**config.mk**
```make
export PLATFORM = sky130hd
export DESIGN_NAME = stc_trim_lock_cfg
export DESIGN_NICKNAME = d
export VERILOG_FILES = /design/src/stc_pkg.sv /design/src/stc_trim_lock_cfg.sv /design/src/stc_unlock.sv
export SDC_FILE = /design/constraint.sdc
export NUM_CORES = 1
export LEC_CHECK = 0
export BUFFER_PORTS_ARGS = -buffer_cell sky130_fd_sc_hd__buf_4
export CORE_ASPECT_RATIO = 1.25
export CORE_MARGIN = 2
export CORE_UTILIZATION = 35
export DETAILED_ROUTE_END_ITERATION = 7
export GPL_ROUTABILITY_DRIVEN = 0
export SLEW_MARGIN = 20
export SYNTH_ARGS = -nofsm -noshare
export SYNTH_HDL_FRONTEND = slang
export SYNTH_SLANG_ARGS = --single-unit
export TNS_END_PERCENT = 1
```
**constraint.sdc**
```tcl
create_clock -name sys_clk -period 3.2 [get_ports sys_clk]
set_clock_uncertainty 0.2 [all_clocks]
set_input_delay 0.64 -clock sys_clk [delete_from_list [all_inputs] [get_ports sys_clk]]
set_output_delay 0.64 -clock sys_clk [all_outputs]
set_load 0.02 [all_outputs]
```
**src/stc_pkg.sv**
```systemverilog
// What this block does
// - With the per-access lock bit (bit 24 of the lock word) clear, reads and writes after unlock need no overvoltage event; with it set, each one needs a fresh event first.
// - The per-access lock bit leaves the unlock sequence untouched and only gates traffic after unlock.
// - With the dual-key bit (bit 25 of the lock word) clear, one unlock code opens the link; with it set, two codes must arrive back to back.
// - The dual-key bit acts only on the unlock step and never on reads or writes after unlock.
// - The reference pin may go high impedance on an overvoltage event during traffic only while the overvoltage-detect disable bit is 0, its default.
// - The fine gain trim is two's complement, zero meaning nominal gain.
// - Except in direction code 2, when the reference pin is driven from outside, its voltage is the reference and the internal reference trims are ignored.
// - The fine offset trim is two's complement and moves the zero-field output without touching the reference pin.
// - Reference direction codes 0 and 1 mean input only, 2 output only, 3 (default) driven output that may be overdriven.
// - Output drive select 0 (default) is full 15 mA drive and 1 is economy 7.5 mA drive.
// - The gain temperature slope is a 6-bit two's complement code pivoting at 25 degrees C.
// - In the default bidirectional mode the reference pin tolerates external overdrive, also while in reset.
// - An access code must arrive within the access timeout after power-up, otherwise all reads and writes are disabled.
package stc_pkg;
    localparam logic [5:0]  ADDR_LOCK_CFG   = 6'h0F;
    localparam logic [5:0]  ADDR_GAIN_FINE  = 6'h10;
    localparam logic [5:0]  ADDR_REF_FINE   = 6'h11;
    localparam logic [5:0]  ADDR_OFF_FINE   = 6'h12;
    localparam logic [5:0]  ADDR_MODE       = 6'h13;
    localparam logic [5:0]  ADDR_ACCESS     = 6'h26;
    localparam logic [31:0] CODE_USER       = 32'h2C413736;
    localparam logic [31:0] CODE_UNLOCK     = 32'hAFCF6C27;
    localparam int          LOCK_OVD_BIT    = 24;
    localparam int          LOCK_DUAL_BIT   = 25;
    localparam int          MODE_DIR_LSB    = 0;
    localparam int          MODE_DRIVE_BIT  = 2;
    localparam int          MODE_OVDDIS_BIT = 3;
    localparam int          MODE_SLOPE_LSB  = 4;
    localparam int          TRIM_W          = 9;
    localparam int          SLOPE_W         = 6;
    localparam int          DATA_W          = 26;
    localparam logic [1:0]  RST_REF_DIR     = 2'h3;
    localparam logic        RST_DRIVE       = 1'h0;
    localparam logic        RST_OVERVOLTAGE_DETECT_DISABLE     = 1'h0;
    localparam logic        RST_LOCK_BIT    = 1'h0;
    localparam logic [8:0]  RST_TRIM        = 9'h000;
    localparam logic [5:0]  RST_SLOPE       = 6'h00;
    localparam logic [1:0]  REF_DIR_OUT     = 2'h2;
    localparam logic [1:0]  REF_DIR_BIDIR   = 2'h3;
    localparam int          CLK_PERIOD_NS   = 10;
    localparam int          ACC_TIMEOUT_US  = 1000;
    localparam int          ACC_TIMEOUT_CYC = ACC_TIMEOUT_US * 1000
                                              / CLK_PERIOD_NS;

    typedef enum logic [1:0] {
        CMD_ACCESS,
        CMD_WRITE,
        CMD_READ
    } stc_cmd_t;

    typedef enum logic [1:0] {
        UL_WAIT,
        UL_SECOND,
        UL_OPEN,
        UL_DISABLED
    } stc_ul_state_t;
endpackage : stc_pkg

```
**src/stc_trim_lock_cfg.sv**
```systemverilog
module stc_trim_lock_cfg #(
    parameter int unsigned ACC_CYCLES = stc_pkg::ACC_TIMEOUT_CYC
) (
    input  wire logic         sys_clk,
    input  wire logic         rst,
    input  wire logic         ce,
    input  wire logic         nv_wr,
    input  wire logic [5:0]   nv_addr,
    input  wire logic [25:0]  nv_data,
    input  wire logic         nv_done,
    input  wire logic         cmd_valid,
    output logic              cmd_ready,
    input  stc_pkg::stc_cmd_t cmd_kind,
    input  wire logic [5:0]   cmd_addr,
    input  wire logic [31:0]  cmd_data,
    output logic              rsp_valid,
    output logic [31:0]       rsp_data,
    input  wire logic         ovd_pin,
    input  wire logic         ref_ext_pin,
    output logic [8:0]        gain_fine_trim,
    output logic [8:0]        reference_fine_trim,
    output logic [8:0]        offset_fine_trim,
    output logic [5:0]        gain_temperature_slope,
    output logic              ref_trim_select,
    output logic              ref_in_en,
    output logic              ref_out_en,
    output logic              ref_overdrive_ok,
    output logic              ref_hiz,
    output logic              output_drive_select,
    output logic              comm_unlocked,
    output logic              comm_disabled
);
    logic        ovd_s1_r, ovd_s2_r, ovd_s3_r;
    logic        ext_s1_r, ext_s2_r;
    logic        loaded_r;
    logic        lock_ovd_r, lock_dual_r;
    logic [8:0]  gain_r, ref_r, off_r;
    logic [5:0]  slope_r;
    logic [1:0]  dir_r;
    logic        drive_r, overvoltage_detect_disable_r;
    logic        armed_r, hiz_r;
    logic        rsp_valid_r;
    logic [31:0] rsp_data_r;
    logic        ovd_rise, acc, key_ok, cmd_other, rw, go;
    logic        wr_en;
    logic [5:0]  wr_addr;
    logic [25:0] wr_data;
    logic [25:0] rd_word;
    logic        unlocked, disabled;

    // Pin inputs are synchronised; the second stage is looked at, and the overvoltage edge detect also uses the third.
    always_ff @(posedge sys_clk) begin
        if (rst) begin
            ovd_s1_r <= 1'b0;
            ovd_s2_r <= 1'b0;
            ovd_s3_r <= 1'b0;
            ext_s1_r <= 1'b0;
            ext_s2_r <= 1'b0;
        end else if (ce) begin
            ovd_s1_r <= ovd_pin;
            ovd_s2_r <= ovd_s1_r;
            ovd_s3_r <= ovd_s2_r;
            ext_s1_r <= ref_ext_pin;
            ext_s2_r <= ext_s1_r;
        end
    end

    assign ovd_rise  = ovd_s2_r & ~ovd_s3_r;
    assign cmd_ready = loaded_r & ~disabled;
    assign acc       = cmd_valid & cmd_ready & ce;
    assign key_ok    = acc && cmd_kind == stc_pkg::CMD_ACCESS
                       && cmd_addr == stc_pkg::ADDR_ACCESS
                       && (cmd_data == stc_pkg::CODE_USER
                           || cmd_data == stc_pkg::CODE_UNLOCK);
    assign cmd_other = acc & ~key_ok;
    assign rw        = acc && unlocked && cmd_kind != stc_pkg::CMD_ACCESS;
    assign go        = rw & (~lock_ovd_r | armed_r);

    stc_unlock #(
        .ACC_CYCLES (ACC_CYCLES)
    ) u_unlock (
        .sys_clk   (sys_clk),
        .rst       (rst),
        .ce        (ce),
        .key_ok    (key_ok),
        .cmd_other (cmd_other),
        .dual_key  (lock_dual_r),
        .unlocked  (unlocked),
        .disabled  (disabled)
    );

    always_ff @(posedge sys_clk) begin
        if (rst) begin
            loaded_r <= 1'b0;
        end else if (ce && nv_done) begin
            loaded_r <= 1'b1;
        end
    end

    // Nonvolatile load owns the write port until it is done.
    always_comb begin
        if (!loaded_r) begin
            wr_en   = nv_wr;
            wr_addr = nv_addr;
            wr_data = nv_data;
        end else begin
            wr_en   = go && cmd_kind == stc_pkg::CMD_WRITE;
            wr_addr = cmd_addr;
            wr_data = cmd_data[25:0];
        end
    end

    always_ff @(posedge sys_clk) begin
        if (rst) begin
            lock_ovd_r  <= stc_pkg::RST_LOCK_BIT;
            lock_dual_r <= stc_pkg::RST_LOCK_BIT;
            gain_r      <= stc_pkg::RST_TRIM;
            ref_r       <= stc_pkg::RST_TRIM;
            off_r       <= stc_pkg::RST_TRIM;
            dir_r       <= stc_pkg::RST_REF_DIR;
            drive_r     <= stc_pkg::RST_DRIVE;
            overvoltage_detect_disable_r   <= stc_pkg::RST_OVERVOLTAGE_DETECT_DISABLE;
            slope_r     <= stc_pkg::RST_SLOPE;
        end else if (ce && wr_en) begin
            if (wr_addr == stc_pkg::ADDR_LOCK_CFG) begin
                lock_ovd_r  <= wr_data[stc_pkg::LOCK_OVD_BIT];
                lock_dual_r <= wr_data[stc_pkg::LOCK_DUAL_BIT];
            end else if (wr_addr == stc_pkg::ADDR_GAIN_FINE) begin
                gain_r <= wr_data[8:0];
            end else if (wr_addr == stc_pkg::ADDR_REF_FINE) begin
                ref_r <= wr_data[8:0];
            end else if (wr_addr == stc_pkg::ADDR_OFF_FINE) begin
                off_r <= wr_data[8:0];
            end else if (wr_addr == stc_pkg::ADDR_MODE) begin
                dir_r     <= wr_data[stc_pkg::MODE_DIR_LSB +: 2];
                drive_r   <= wr_data[stc_pkg::MODE_DRIVE_BIT];
                overvoltage_detect_disable_r <= wr_data[stc_pkg::MODE_OVDDIS_BIT];
                slope_r   <= wr_data[stc_pkg::MODE_SLOPE_LSB +: 6];
            end
        end
    end

    // An event in the cycle that consumes the arming keeps it armed.
    always_ff @(posedge sys_clk) begin
        if (rst) begin
            armed_r <= 1'b0;
        end else if (ce) begin
            armed_r <= ovd_rise | (armed_r & ~go);
        end
    end

    // High impedance lasts from the event until the access it announced.
    always_ff @(posedge sys_clk) begin
        if (rst) begin
            hiz_r <= 1'b0;
        end else if (ce) begin
            hiz_r <= ~overvoltage_detect_disable_r & ~disabled
                     & (ovd_rise | (hiz_r & ~go));
        end
    end

    always_comb begin
        rd_word = 26'h000_0000;
        if (cmd_addr == stc_pkg::ADDR_LOCK_CFG) begin
            rd_word[stc_pkg::LOCK_OVD_BIT]  = lock_ovd_r;
            rd_word[stc_pkg::LOCK_DUAL_BIT] = lock_dual_r;
        end else if (cmd_addr == stc_pkg::ADDR_GAIN_FINE) begin
            rd_word[8:0] = gain_r;
        end else if (cmd_addr == stc_pkg::ADDR_REF_FINE) begin
            rd_word[8:0] = ref_r;
        end else if (cmd_addr == stc_pkg::ADDR_OFF_FINE) begin
            rd_word[8:0] = off_r;
        end else if (cmd_addr == stc_pkg::ADDR_MODE) begin
            rd_word[stc_pkg::MODE_DIR_LSB +: 2]   = dir_r;
            rd_word[stc_pkg::MODE_DRIVE_BIT]      = drive_r;
            rd_word[stc_pkg::MODE_OVDDIS_BIT]     = overvoltage_detect_disable_r;
            rd_word[stc_pkg::MODE_SLOPE_LSB +: 6] = slope_r;
        end
    end

    // Answer bits 27:26 report no error; bits 31:28 read as zero.
    always_ff @(posedge sys_clk) begin
        if (rst) begin
            rsp_valid_r <= 1'b0;
            rsp_data_r  <= 32'h0000_0000;
        end else if (ce) begin
            rsp_valid_r <= go && cmd_kind == stc_pkg::CMD_READ;
            if (go && cmd_kind == stc_pkg::CMD_READ) begin
                rsp_data_r <= {6'h00, rd_word};
            end
        end
    end

    assign rsp_valid              = rsp_valid_r;
    assign rsp_data               = rsp_data_r;
    // Trim codes leave as raw two's complement for the signed DACs.
    assign gain_fine_trim         = gain_r;
    assign reference_fine_trim    = ref_r;
    assign offset_fine_trim       = off_r;
    assign gain_temperature_slope = slope_r;
    assign ref_in_en              = (dir_r
                                     != stc_pkg::REF_DIR_OUT);
    assign ref_out_en             = dir_r[1];
    assign ref_overdrive_ok       = (dir_r
                                     == stc_pkg::REF_DIR_BIDIR);
    assign ref_trim_select        = (dir_r == stc_pkg::REF_DIR_OUT)
                                    || (dir_r == stc_pkg::REF_DIR_BIDIR
                                        && !ext_s2_r);
    assign ref_hiz                = hiz_r;
    assign output_drive_select    = drive_r;
    assign comm_unlocked          = unlocked;
    assign comm_disabled          = disabled;

    a_lock_needs_ovd: assert property (
        @(posedge sys_clk) disable iff (rst)
        (rw && lock_ovd_r && !armed_r && cmd_kind == stc_pkg::CMD_READ)
        |=> !rsp_valid)
        else $error("Read answered without an overvoltage event.");

    a_read_answers: assert property (
        @(posedge sys_clk) disable iff (rst)
        (rw && !lock_ovd_r && cmd_kind == stc_pkg::CMD_READ) |=> rsp_valid)
        else $error("Unlocked read got no answer.");

    a_hiz_blocked: assert property (
        @(posedge sys_clk) disable iff (rst)
        (ce && overvoltage_detect_disable_r) |=> !ref_hiz)
        else $error("Reference went high impedance while disabled.");

    a_wait_for_load: assert property (
        @(posedge sys_clk) disable iff (rst)
        !loaded_r |-> !cmd_ready)
        else $error("Command taken before the load finished.");

    a_write_lands: assert property (
        @(posedge sys_clk) disable iff (rst)
        (go && cmd_kind == stc_pkg::CMD_WRITE
         && cmd_addr == stc_pkg::ADDR_GAIN_FINE)
        |=> gain_fine_trim == $past(cmd_data[8:0]))
        else $error("Gain trim write was lost.");

    a_ext_ref_wins: assert property (
        @(posedge sys_clk) disable iff (rst)
        (ext_s2_r && dir_r == stc_pkg::REF_DIR_BIDIR) |-> !ref_trim_select)
        else $error("Internal reference used while pin is overdriven.");
endmodule : stc_trim_lock_cfg

```
**src/stc_unlock.sv**
```systemverilog
module stc_unlock #(
    parameter int unsigned ACC_CYCLES = stc_pkg::ACC_TIMEOUT_CYC
) (
    input  wire logic sys_clk,
    input  wire logic rst,
    input  wire logic ce,
    input  wire logic key_ok,
    input  wire logic cmd_other,
    input  wire logic dual_key,
    output logic      unlocked,
    output logic      disabled
);
    stc_pkg::stc_ul_state_t state_r;
    logic [31:0]            timer_r;
    logic                   timeout;

    assign timeout  = (timer_r >= 32'(ACC_CYCLES - 1));
    assign unlocked = (state_r == stc_pkg::UL_OPEN);
    assign disabled = (state_r == stc_pkg::UL_DISABLED);

    // The timer only runs while the unlock sits in UL_WAIT, so a late first key
    // after the window has closed finds the link already disabled.
    always_ff @(posedge sys_clk) begin
        if (rst) begin
            timer_r <= 32'h0000_0000;
        end else if (ce && state_r == stc_pkg::UL_WAIT && !timeout) begin
            timer_r <= timer_r + 32'h0000_0001;
        end
    end

    always_ff @(posedge sys_clk) begin
        if (rst) begin
            state_r <= stc_pkg::UL_WAIT;
        end else if (ce) begin
            case (state_r)
                stc_pkg::UL_WAIT: begin
                    if (key_ok) begin
                        state_r <= dual_key ? stc_pkg::UL_SECOND
                                            : stc_pkg::UL_OPEN;
                    end else if (timeout) begin
                        state_r <= stc_pkg::UL_DISABLED;
                    end
                end
                stc_pkg::UL_SECOND: begin
                    if (key_ok) begin
                        state_r <= stc_pkg::UL_OPEN;
                    end else if (cmd_other) begin
                        state_r <= stc_pkg::UL_WAIT;
                    end
                end
                default: begin
                    state_r <= state_r;
                end
            endcase
        end
    end

    a_timeout_disables: assert property (
        @(posedge sys_clk) disable iff (rst)
        (ce && state_r == stc_pkg::UL_WAIT && !key_ok && timeout)
        |=> disabled)
        else $error("Access timeout did not disable the link.");

    a_dual_needs_two: assert property (
        @(posedge sys_clk) disable iff (rst)
        (ce && state_r == stc_pkg::UL_WAIT && key_ok && dual_key)
        |=> !unlocked)
        else $error("Dual-key mode opened on a single code.");

    a_single_key_opens: assert property (
        @(posedge sys_clk) disable iff (rst)
        (ce && state_r == stc_pkg::UL_WAIT && key_ok && !dual_key)
        |=> unlocked)
        else $error("Single-key mode did not open on a code.");

    a_open_stays: assert property (
        @(posedge sys_clk) disable iff (rst)
        (unlocked || disabled) |=> $stable(state_r))
        else $error("Open or disabled state changed without reset.");
endmodule : stc_unlock
```
==> flow_metrics.env <==
export IMPL_rsz0062_at_grt="false"
export IMPL_die_width_um=105.0
export IMPL_crit_end="gain_temperature_slope[2]"
export IMPL_swShare=0.2412
export IMPL_drv_slew=0
export IMPL_root_buffer="clkbuf_16"
export IMPL_postCtsSetupBuffers=0
export IMPL_status="finished, final reports clean"
export IMPL_r2r_slack_ns=0.52
export IMPL_netlist_area_um2=4464
export IMPL_synth_cell_types=51
export IMPL_ys_ff_latch=94
export IMPL_hp_class="flip-flop to flip-flop"
export IMPL_max_cap_violations=0
export IMPL_min_period_over_period=0.8374
export IMPL_cp_depth=5
export IMPL_h_tree_depth=3
export IMPL_drc=0
export IMPL_power_density_nw_per_um2=456.5
export IMPL_drt_pass1_iterations=6
export IMPL_power_leakage_nw=2.192
export IMPL_hold_ws_ns=0.2597
export IMPL_synth_seq_area_share=0.4215
export IMPL_path_cells="and3_1, nand3_1, o31ai_4, and2_1, a211oi_1"
export IMPL_max_freq_ghz=0.3732
export IMPL_clock_latency_ns=0.34
export IMPL_combPwrFrac=0.106
export IMPL_arrival_ns=2.68
export IMPL_startpoint="loaded_r"
export IMPL_fillCellCount=1264
export IMPL_overflow=0
export IMPL_post_drt_wl_per_cell_um=17.92
export IMPL_p_int_w=0.002008
export IMPL_async_reset_ff_frac=0
export IMPL_finalSetupViolations=0
export IMPL_dp_final_hpwl_mm=10.14
export IMPL_cts_tree="yes"
export IMPL_antenna_found_initial=0
export IMPL_worstReg2RegEnd="gain_temperature_slope[2]"
export IMPL_start_util=0.3558
export IMPL_tightest_slew_ns=0.5816
export IMPL_die_h_um=130.3
export IMPL_ant_nets=0
export IMPL_num_vias=4267
export IMPL_rows=46
export IMPL_clock_path_buffers=2
export IMPL_grt_pass1_vias=4042
export IMPL_dieArea_um2=13680
export IMPL_slowest_stage="and2_1"
export IMPL_ys_warn_count=0
export IMPL_synth_edf_count=0
export IMPL_area_growth_pct=29.85
export IMPL_io_buffers=120
export IMPL_utilization=0.4620
export IMPL_cts_made_buffers=9
export IMPL_cts_hold_buf=0
export IMPL_slew_headroom=0.6122
export IMPL_p_seq_frac=0.452
export IMPL_grt_max_degree=41
export IMPL_worstSetupStartpointType="flip-flop"
export IMPL_drt_iter0_markers=180
export IMPL_grt_usage=0.1982
export IMPL_core_area_um2=12550
export IMPL_final_cell_mix="buf_4 (134), dfxtp_1 (94), a21oi_1 (50)"
export IMPL_dp_cells=756
export IMPL_critPathMaxStageDelay_ns=0.57
export IMPL_hold_viol_final=0
export IMPL_critPathBufInv=0
export IMPL_syn_instance_count=488
export IMPL_crit_type="flip-flop to flip-flop"
export IMPL_nets=680
export IMPL_final_common_cell="buf_4"
export IMPL_cp_max_fo=11
export IMPL_tns_ns=0
export IMPL_fin_cells=772
export IMPL_cp_end_kind="flip-flop"
export IMPL_r2r_cells=5
export IMPL_grt_pass1_wl_mm=21.27
export IMPL_avgViaCountPerCell=5.527
export IMPL_r2r_start="loaded_r"
export IMPL_ir_drop_uv=220.7
export IMPL_power_share_clock=0.442
export IMPL_drive_above_1_share=0.2715
export IMPL_wirelength_mm=13.84
export IMPL_fin_crit_ns=2.680
export IMPL_cts_resized=0
export IMPL_clk_pin_slew_ns=0.07
export IMPL_power_switching_w=0.0006383
export IMPL_crit_family="simple AND/OR/NAND/NOR gates"
export IMPL_syn_area_per_cell_um2=9.148
export IMPL_n_antenna_cell=0
export IMPL_crit_required_ns=3.20
export IMPL_ios=155
export IMPL_clock_sinks=94
export IMPL_ys_flop_type="dfxtp_1"
## worst min-delay path by stage
stage	from	end	slack, ns	cells past startpoint
floorplan	u_unlock.timer_r[25]	u_unlock.timer_r[25]	0.23	1
global placement	u_unlock.timer_r[31]	u_unlock.timer_r[31]	0.24	1
detailed placement	u_unlock.timer_r[18]	u_unlock.timer_r[18]	0.25	1
CTS	rsp_valid	rsp_valid	0.26	2
global route	u_unlock.timer_r[30]	u_unlock.timer_r[30]	0.28	1
finish	rsp_valid	rsp_valid	0.26	2
## kinds of logic after synthesis
family / share of synthesized area
XOR/XNOR: 0.001962
AND/OR/NAND/NOR: 0.2068
AO/OA/AOI/OAI: 0.2004
buffers and inverters: 0.07287
flip-flops: 0.4215
other: 0.0008400
multiplexers: 0.09277
adder cells (fa/ha/maj): 0.002802
## cells in the mapped netlist, types with 12 or more instances
cell / count / share of area
nand3_1: 12 / 0.013
or3_1: 12 / 0.017
o21ai_0: 12 / 0.013
dfxtp_1: 94 / 0.42
mux2i_1: 20 / 0.045
a31oi_1: 21 / 0.029
a211oi_1: 37 / 0.062
nand4_1: 12 / 0.017
nor2b_1: 20 / 0.028
nor2_1: 31 / 0.026
nand2_1: 18 / 0.015
buf_4: 20 / 0.034
clkbuf_1: 21 / 0.018
a21oi_1: 50 / 0.056
## worst reg2reg max path: stages, from the launching register on
cell and delay (ns):
dfxtp_1 0.56, and3_1 0.37, nand3_1 0.23, o31ai_4 0.45, and2_1 0.57, a211oi_1 0.16
## layer usage
| metal | wire length, um | global-route usage | up-vias |
|---|---|---|---|
| li1 | - | - | 2009 |
| met1 | 5524 | 0.2338 | 2047 |
| met2 | 6886 | 0.3430 | 191 |
| met3 | 1003 | 0.04895 | 20 |
| met4 | 421 | 0.08863 | 0 |
| met5 | 0 | 0 | - |
## metrics by stage
step	cell area, um2	power (W)	setup slack (ns)
after global routing	5797	0.002730	0.3338
after floorplan	4536	0.001390	0.5821
after detailed placement	5473	0.001500	0.2925
after global placement	5473	0.001494	0.3270
after CTS	5797	0.002655	0.5845
final	5797	0.002646	0.5204
## flip-flops by register name (all words and copies together), names as in the netlist, 2 cells and up
signal,flops
dir_r,2
gain_fine_trim,9
gain_temperature_slope,6
offset_fine_trim,9
reference_fine_trim,9
rsp_data,12
u_unlock.state_r,2
u_unlock.timer_r,32
## final cells by class
cell class	instances	area (um2)	area share
clock inverter	5	81.33	0.01403
clock buffer	11	242.7	0.04187
sequential	94	1882	0.3246
tap	168	210.2	0.03626
timing repair buffer	134	1006	0.1735
multi-input combinational	350	2337	0.4032
inverter	10	37.54	0.006475
## power by group through the flow
stage                     logic [W]  registers [W]  clock network (W)
final                      0.000280        0.00120            0.00117
after global placement     0.000273        0.00122                  0
after CTS                  0.000279        0.00120            0.00118
after detailed placement   0.000277        0.00122                  0
after global routing       0.000303        0.00120            0.00123
after floorplan            0.000170        0.00122                  0
No activity file was read; power rests on OpenSTA's default activity.
